### src/crd_pkg.sv
/*
 * Constants for the range-routing, debug-override and prefetch control
 * block of the level 2 cache controller.
 * Assumes a 32-bit APB register bus and 32-byte cache lines.
 */
package crd_pkg;

    // =========================================================
    // Register byte offsets
    localparam logic [7:0] CRD_OFF_START = 8'h00;
    localparam logic [7:0] CRD_OFF_END = 8'h04;
    localparam logic [7:0] CRD_OFF_DEBUG = 8'h08;
    localparam logic [7:0] CRD_OFF_PFOFF = 8'h0c;
    localparam logic [7:0] CRD_OFF_AUX = 8'h10;

    // =========================================================
    // Field positions
    localparam int CRD_RANGE_LSB = 20;
    localparam int CRD_RANGE_W = 12;
    localparam int CRD_EN_BIT = 0;
    localparam int CRD_SNI_BIT = 2;
    localparam int CRD_FWT_BIT = 1;
    localparam int CRD_LFD_BIT = 0;
    localparam int CRD_PFOFF_W = 5;
    localparam int CRD_AUX_PF_HI = 29;
    localparam int CRD_AUX_PF_LO = 28;
    localparam int CRD_LINE_LSB = 5;
    localparam int CRD_PAGE_LSB = 12;

    // =========================================================
    // Reset values
    localparam logic CRD_FWT_RST = 1'b0;
    localparam logic CRD_LFD_RST = 1'b0;
    localparam logic [4:0] CRD_PFOFF_RST = 5'h00;
    localparam logic [1:0] CRD_AUX_PF_RST = 2'h0;

    // =========================================================
    // Register index decode
    typedef enum {
        CRD_REG_START,
        CRD_REG_END,
        CRD_REG_DEBUG,
        CRD_REG_PFOFF,
        CRD_REG_AUX,
        CRD_REG_NONE
    } crd_reg_type;

endpackage : crd_pkg

### src/crd_ctl.sv
/*
 * Range routing to master port one, debug overrides (forced
 * write-through, linefill disable) and next-line prefetch control.
 * Assumes an APB master on clk, a request source on the same clock
 * and static tied reset-default inputs.
 */
// The implementer's own choices: the APB interface to the registers and the placing of the registers.
// Summary of operation
// - Redirection to master port one only when two master ports exist.
// - Enabled redirection sends start <= addr < end to port one.
// - Start register: start in 31:20, enable in bit 0, rest zero.
// - Start and enable load reset-default inputs on reset.
// - End register read/write, end in 31:20, low bits read zero.
// - End field loads reset-default end input on reset.
// - Debug register readable by all, non-secure write gets error.
// - Debug bit 2 secure debug input, bit 1 write-through, bit 0 fill.
// - Forced write-through makes cacheable writes through, no allocate.
// - Dirty lines stay dirty during forced write-through.
// - Clean line written under forced write-through stays clean.
// - Forced write-through write hit to dirty line updates cache and memory.
// - Linefill disable stops allocation on reads and writes.
// - With fills off, hits read cache, misses fetch only words.
// - Overrides beat forced write-allocate and exclusive mode.
// - Prefetch enable bits make cacheable reads look up later line.
// - Prefetch line is request line plus one plus offset.
// - Prefetch miss fetches and allocates the line unless linefill is disabled.
// - Prefetch offset resets to zero, upper bits read zero.
// - No prefetch across a 4KB boundary.
// - One clock, active-low reset, ports sampled on their enables.
module crd_ctl
    import crd_pkg::*;
#(
    parameter bit TWO_MASTERS = 1'b1
) (
    // Clock, reset, freeze
    input wire logic clk,
    input wire logic rst_n,
    input wire logic ce,
    // Reset-default straps, live debug and allocation config inputs
    input wire logic [11:0] reset_range_start_in,
    input wire logic reset_range_enable_in,
    input wire logic [11:0] reset_range_end_in,
    input wire logic secure_noninvasive_debug_in,
    input wire logic force_walloc_in,
    input wire logic exclusive_cfg_in,
    // APB slave
    input wire logic psel,
    input wire logic penable,
    input wire logic pwrite,
    input wire logic [31:0] paddr,
    input wire logic [31:0] pwdata,
    input wire logic [2:0] pprot,
    output logic [31:0] prdata,
    output logic pready,
    output logic pslverr,
    // Slave port request, per-port clock enables
    input wire logic slave_zero_input_clk_en,
    input wire logic slave_zero_output_clk_en,
    input wire logic req_valid,
    input wire logic [31:0] req_addr,
    input wire logic req_write,
    input wire logic req_cacheable,
    input wire logic req_write_back,
    input wire logic req_alloc,
    input wire logic req_hit,
    input wire logic req_line_dirty,
    output logic req_ready,
    // Access decision
    output logic dec_valid,
    output logic dec_route_one,
    output logic dec_write_through,
    output logic dec_allocate,
    output logic dec_line_dirty,
    output logic dec_mem_write,
    output logic dec_cache_write,
    output logic dec_words_only,
    // Prefetch
    output logic pf_valid,
    output logic [31:0] pf_addr,
    input wire logic pf_result_valid,
    input wire logic pf_result_miss,
    output logic pf_fill
);

    // =========================================================
    // State
    typedef struct packed {
        logic loaded;
        logic [11:0] start;
        logic en;
        logic [11:0] fin;
        logic fwt;
        logic lfd;
        logic [4:0] pf_off;
        logic [1:0] pf_en;
        logic [2:0] sni_sync;
        logic sni;
        logic pready;
        logic pslverr;
        logic [31:0] prdata;
        logic pend;
        logic [31:0] addr;
        logic wr;
        logic cach;
        logic wb;
        logic alloc;
        logic hit;
        logic dirty;
        logic req_ready;
        logic dec_valid;
        logic route_one;
        logic wt;
        logic dalloc;
        logic ddirty;
        logic mem_wr;
        logic cache_wr;
        logic words_only;
        logic pf_valid;
        logic [31:0] pf_addr;
        logic pf_fill;
    } crd_state_type;

    crd_state_type st;
    crd_state_type next_st;
    logic [1:0] rst_sync;
    logic rst_ok;

    // =========================================================
    // Reset release
    // global reset sync
    always_ff @(posedge clk or negedge rst_n) begin
        if (!rst_n) begin
            rst_sync <= 2'h0;
        end else begin
            rst_sync <= {rst_sync[0], 1'b1};
        end
    end
    assign rst_ok = rst_sync[1];

    function automatic crd_reg_type reg_of(input logic [31:0] a);
        unique case (a[7:0])
            CRD_OFF_START: reg_of = CRD_REG_START;
            CRD_OFF_END: reg_of = CRD_REG_END;
            CRD_OFF_DEBUG: reg_of = CRD_REG_DEBUG;
            CRD_OFF_PFOFF: reg_of = CRD_REG_PFOFF;
            CRD_OFF_AUX: reg_of = CRD_REG_AUX;
            default: reg_of = CRD_REG_NONE;
        endcase
        if (a[31:8] != 24'h0) begin
            reg_of = CRD_REG_NONE;
        end
    endfunction : reg_of

    // =========================================================
    // Next state
    always_comb begin
        logic [26:0] line;
        logic [26:0] pline;
        logic in_rng;
        logic access;
        logic pf_on;
        crd_reg_type r;
        next_st = st;
        line = st.addr[31:CRD_LINE_LSB];
        pline = 27'(line + 27'(st.pf_off) + 27'h1);
        r = reg_of(paddr);
        access = psel && penable;
        pf_on = |st.pf_en;
        in_rng = 1'b0;
        if (!st.loaded) begin
            next_st.loaded = 1'b1;
            next_st.start = reset_range_start_in;
            next_st.en = reset_range_enable_in;
            next_st.fin = reset_range_end_in;
        end
        // Pin synchroniser, change counted when two stages agree
        next_st.sni_sync = {st.sni_sync[1:0], secure_noninvasive_debug_in};
        if (st.sni_sync[2] == st.sni_sync[1]) begin
            next_st.sni = st.sni_sync[2];
        end
        // APB: one wait state, effect on the pready edge
        next_st.pready = access && !st.pready;
        next_st.pslverr = 1'b0;
        if (access && !st.pready) begin
            next_st.prdata = 32'h0;
            next_st.pslverr = (r == CRD_REG_NONE);
            unique case (r)
                CRD_REG_START: next_st.prdata =
                    {st.start, 19'h0, st.en};
                CRD_REG_END: next_st.prdata = {st.fin, 20'h0};
                CRD_REG_DEBUG: next_st.prdata =
                    {29'h0, st.sni, st.fwt, st.lfd};
                CRD_REG_PFOFF: next_st.prdata = {27'h0, st.pf_off};
                CRD_REG_AUX: next_st.prdata =
                    {2'h0, st.pf_en, 28'h0};
                default: next_st.prdata = 32'h0;
            endcase
            if (pwrite && r == CRD_REG_DEBUG && pprot[1]) begin
                next_st.pslverr = 1'b1;
            end
        end
        if (access && st.pready && pwrite && !st.pslverr) begin
            unique case (r)
                CRD_REG_START: begin
                    next_st.start = pwdata[31:CRD_RANGE_LSB];
                    next_st.en = pwdata[CRD_EN_BIT];
                end
                CRD_REG_END: next_st.fin = pwdata[31:CRD_RANGE_LSB];
                CRD_REG_DEBUG: begin
                    next_st.fwt = pwdata[CRD_FWT_BIT];
                    next_st.lfd = pwdata[CRD_LFD_BIT];
                end
                CRD_REG_PFOFF: next_st.pf_off = pwdata[4:0];
                CRD_REG_AUX: next_st.pf_en =
                    pwdata[CRD_AUX_PF_HI:CRD_AUX_PF_LO];
                default: next_st.pf_off = st.pf_off;
            endcase
        end
        if (slave_zero_input_clk_en && req_valid && st.req_ready) begin
            next_st.pend = 1'b1;
            next_st.addr = req_addr;
            next_st.wr = req_write;
            next_st.cach = req_cacheable;
            next_st.wb = req_write_back;
            next_st.alloc = req_alloc || (req_write && force_walloc_in);
            next_st.hit = req_hit;
            next_st.dirty = req_line_dirty;
        end
        next_st.req_ready = !next_st.pend;
        // Decisions driven only on output enable
        if (slave_zero_output_clk_en) begin
            next_st.dec_valid = 1'b0;
            next_st.pf_valid = 1'b0;
            next_st.pf_fill = 1'b0;
            if (pf_result_valid && pf_result_miss && !st.lfd) begin
                next_st.pf_fill = 1'b1;
            end
            if (st.pend) begin
                next_st.pend = 1'b0;
                next_st.req_ready = 1'b1;
                next_st.dec_valid = 1'b1;
                in_rng = st.addr[31:CRD_RANGE_LSB] >= st.start &&
                    st.addr[31:CRD_RANGE_LSB] < st.fin;
                next_st.route_one = TWO_MASTERS && st.en && in_rng;
                next_st.words_only = 1'b0;
                next_st.ddirty = st.hit && st.dirty;
                if (st.wr) begin
                    next_st.cache_wr = st.hit;
                    if (!st.cach) begin
                        next_st.wt = 1'b1;
                        next_st.dalloc = 1'b0;
                        next_st.mem_wr = 1'b1;
                        next_st.cache_wr = 1'b0;
                    end else if (st.fwt) begin
                        next_st.wt = 1'b1;
                        next_st.dalloc = 1'b0;
                        next_st.mem_wr = 1'b1;
                        next_st.ddirty = st.hit && st.dirty;
                    end else begin
                        next_st.wt = !st.wb;
                        next_st.mem_wr = !st.wb || !st.hit;
                        next_st.ddirty = st.hit && (st.dirty || st.wb);
                        next_st.dalloc = !st.hit && st.alloc && st.wb &&
                            !exclusive_cfg_in;
                    end
                end else begin
                    next_st.wt = 1'b0;
                    next_st.mem_wr = 1'b0;
                    next_st.cache_wr = 1'b0;
                    next_st.dalloc = st.cach && !st.hit && st.alloc &&
                        !exclusive_cfg_in;
                    next_st.words_only = st.cach && !st.hit && st.lfd;
                    if (st.cach && pf_on && pline[26:7] ==
                            line[26:7]) begin
                        next_st.pf_valid = 1'b1;
                        next_st.pf_addr = {pline, 5'h00};
                    end
                end
                if (st.lfd) begin
                    next_st.dalloc = 1'b0;
                end
            end
        end
    end

    // =========================================================
    // Registers; ce low freezes all state except the reset synchroniser
    always_ff @(posedge clk or negedge rst_ok) begin
        if (!rst_ok) begin
            st <= '0;
            st.fwt <= CRD_FWT_RST;
            st.lfd <= CRD_LFD_RST;
            st.pf_off <= CRD_PFOFF_RST;
            st.pf_en <= CRD_AUX_PF_RST;
            st.req_ready <= 1'b0;
        end else if (ce) begin
            st <= next_st;
        end
    end

    assign prdata = st.prdata;
    assign pready = st.pready;
    assign pslverr = st.pslverr;
    assign req_ready = st.req_ready;
    assign dec_valid = st.dec_valid;
    assign dec_route_one = st.route_one;
    assign dec_write_through = st.wt;
    assign dec_allocate = st.dalloc;
    assign dec_line_dirty = st.ddirty;
    assign dec_mem_write = st.mem_wr;
    assign dec_cache_write = st.cache_wr;
    assign dec_words_only = st.words_only;
    assign pf_valid = st.pf_valid;
    assign pf_addr = st.pf_addr;
    assign pf_fill = st.pf_fill;

    logic decide;
    assign decide = ce && st.pend && slave_zero_output_clk_en;
endmodule : crd_ctl

### config.mk
export PLATFORM = sky130hd
export DESIGN_NAME = crd_ctl
export DESIGN_NICKNAME = d
export VERILOG_FILES = /design/src/crd_pkg.sv /design/src/crd_ctl.sv
export SDC_FILE = /design/constraint.sdc
export NUM_CORES = 1
export LEC_CHECK = 0
export BUFFER_PORTS_ARGS = -buffer_cell sky130_fd_sc_hd__buf_2
export CAP_MARGIN = 20
export CORE_ASPECT_RATIO = 2
export CORE_MARGIN = 3
export CORE_UTILIZATION = 55
export CTS_CLUSTER_DIAMETER = 200
export CTS_CLUSTER_SIZE = 20
export DETAILED_ROUTE_END_ITERATION = 12
export PLACE_DENSITY_LB_ADDON = 0.2
export SETUP_SLACK_MARGIN = 0.02
export SLEW_MARGIN = 30
export SYNTH_ARGS = -nofsm -noshare
export SYNTH_HDL_FRONTEND = slang
export SYNTH_SLANG_ARGS = --single-unit
export TNS_END_PERCENT = 10
### constraint.sdc
create_clock -name clk -period 7.35 [get_ports clk]
set_input_delay 1.47 -clock clk [delete_from_list [all_inputs] [get_ports clk]]
set_output_delay 1.47 -clock clk [all_outputs]
set_load 0.01 [all_outputs]
==> impl_metrics.py <==
metrics = {
    "die": {
        "dieArea_mm2": 0.0141,
        "io_pins": 221,
        "initial_utilization": 0.568,
        "die_x_um": 85.6,
        "coreArea_mm2": 0.0123,
        "rows": 57,
        "die-height_um": 165,
    },
    "sta": {
        "rsz0062_at_grt": "false",
        "worst_pin_slew_ns": 0.776,
        "finClkSkew_ns": 0.00843,
        "max_freq_ghz": 0.266,
        "period_share": 0.512,
        "holdWs_ns": 0.353,
        "finalWorstPathRequiredPeriod_ns": 3.76,
        "report.final.slew_viol_count": 0,
        "finalSetupTns_ns": 0,
        "setup_viol": 0,
        "final.setup.worst_slack_ns": 3.59,
        "finalHoldViolCount": 0,
        "maxSlewHeadroom": 0.480,
    },
    "clock_network": {
        "hold_buffers": 0,
        "htreeDepth": 4,
        "cts_sinks": 132,
        "path_clk_slew_ns": 0.06,
        "cts_root_buffer": "clkbuf_16",
        "clockBufferDepth": 2,
        "numCtsBuffers": 17,
        "cts_resized": 0,
        "cts_setup_buffers": 0,
        "cts_tree": "built",
        "clock_latency_ns": 0.41,
    },
    "power": {
        "max-vdd-ir-drop_v": 0.000208,
        "power.total_mw": 2.34,
        "p_leak_nw": 4.08,
        "p_per_area_mw_per_mm2": 285,
    },
    "layout": {
        "drive_gt1_frac": 0.374,
        "final_util": 0.669,
        "final_net_count": 964,
        "final_cell_count_no_fill": 952,
        "final_common_cell": "buf_2",
        "area_growth_pct": 17.7,
        "most-common-layout-cells": "buf_2, dfrtp_1, mux2_2",
        "postLayoutCellArea_mm2": 0.00821,
    },
    "routing": {
        "wl_met3_um": 706,
        "wl_met2_um": 9730,
        "dr_total_vias": 5346,
        "wirelength_um": 17000,
        "dr.pass1.iters": 4,
        "drt_iter0_drc": 217,
        "antenna_left": 0,
        "vias_per_cell": 5.62,
        "drc": 0,
        "m1WireLength_um": 6070,
        "highest_layer": "met4",
        "wl_per_cell_um": 17.8,
    },
    "setup_path": {
        "timing.critical_path.arrival_ns": 4.03,
        "worst_setup_path_end_kind": "flip-flop",
        "worstPathRequired_ns": 7.61,
        "crit_path_start_kind": "primary input",
        "path_max_fanout": 16,
        "worstSetupPathType": "primary input to flip-flop",
    },
    "global_routing": {
        "grt_antenna_before_repair": 1,
        "grt_overflow": 0,
        "grt_util_all_layers": 0.245,
        "grt_pass1_wl_um": 26700,
        "grt_pass1_vias": 5603,
        "grt_max_degree": 51,
    },
    "placed_design": {
        "io_buffers": 178,
        "place_area_mm2": 0.00762,
        "place_hpwl_um": 13200,
        "dp_slack_ns": 3.22,
        "dp.cells": 918,
        "place.gp.congestion": 0.812,
    },
    "synthesis": {
        "ys_ff_latch": 132,
        "synth_edf_count": 0,
        "syn_area_mm2": 0.00697,
        "synth_cell_type_count": 57,
        "yosys_warnings": 0,
        "synth_flop_cell": "dfrtp_1",
        "syn_area_per_cell_um2": 10.6,
        "synth_cells": 655,
        "yosysSeqAreaShare": 0.474,
        "ys_async_sr_fraction": 1.00,
    },
    "run": {
        "drv_cap": 0,
    },
    "worst_hold_path": {
        "hold_path_class": "flip-flop to flip-flop",
    },
    "run_status": {
        "status": "finished clean",
    },
}
flip-flops by register name, summed over array words and instances (netlist names):
register / cells
dec_allocate: 1
dec_valid: 1
st: 71
dec_write_through: 1
pready: 1
req_ready: 1
prdata: 17
dec_mem_write: 1
pf_addr: 27
dec_words_only: 1
pf_fill: 1
dec_line_dirty: 1
dec_route_one: 1
pslverr: 1
rst_sync: 2
dec_cache_write: 1
next_st: 2
pf_valid: 1
power by group:
part,switching [mW],internal (mW),leakage [nW]
Clock,0.324,0.476,0.273
Combinational,0.258,0.269,2.13
Sequential,0.144,0.866,1.68
final timing paths:
kind | start | end | slack [ns] | depth (start not counted)
setup / recovery | paddr[0] | st[148]$_DFFE_PN0P_ | 3.59 | 7
hold / removal | rst_sync[0]$_DFF_PN0_ | rst_sync[1]$_DFF_PN0_ | 0.35 | 0
setup reg to reg | st[123]$_DFFE_PN0P_ | pf_addr[25]$_DFFE_PN0P_ | 4.42 | 8
hold reg to reg | rst_sync[0]$_DFF_PN0_ | rst_sync[1]$_DFF_PN0_ | 0.35 | 0
max in group asynchronous | rst_sync[1]$_DFF_PN0_ | pf_addr[21]$_DFFE_PN0P_ | 5.82 | 2
min in group asynchronous | rst_sync[1]$_DFF_PN0_ | st[116]$_DFFE_PN0P_ | 0.36 | 0
Yosys cell counts, types with 15 or more instances:
cell type	number	area (um^2)
mux2_2	63	709
dfrtp_1	132	3300
inv_1	37	139
nand3_1	32	160
o221ai_1	25	219
nor2_1	18	67.6
ha_1	28	350
clkbuf_1	16	60.1
a21oi_1	15	75.1
nand2_1	62	233
buf_4	67	503
o21ai_0	36	180
layer usage:
layer,vias up,track usage
met2,163,0.464
met5,-,0
met1,2628,0.254
met3,36,0.0437
met4,0,0.118
li1,2519,-
layout make-up:
cell class	count	area, um^2
Fill cell	1007	4060
Sequential cell	132	3310
Multi-Input combinational cell	415	3020
Timing Repair Buffer	188	990
Clock buffer	18	439
Tap cell	147	184
Inverter	37	139
Clock inverter	14	129
Antenna cell	1	2.50
worst max-delay path, stage by stage:
cell and delay [ns]:
buf_2 0.09, or4_4 0.58, nor3b_2 0.66, nand4_1 0.60, buf_4 0.39, nand3_1 0.10, o221ai_1 0.11
logic make-up (layout without fill, tap and decap cells):
logic type,count (synthesis),after routing,share of synthesized area
AOI/OAI and AO/OA,113,113,0.109
buffers and inverters,127,257,0.106
muxes,75,75,0.123
adders and majority gates,29,29,0.0531
xor gates and xnor gates,9,9,0.0113
other,2,22,0.00108
and+or+nand+nor,168,168,0.123
DFF,132,132,0.474
Power figures use the tool's default switching activity.
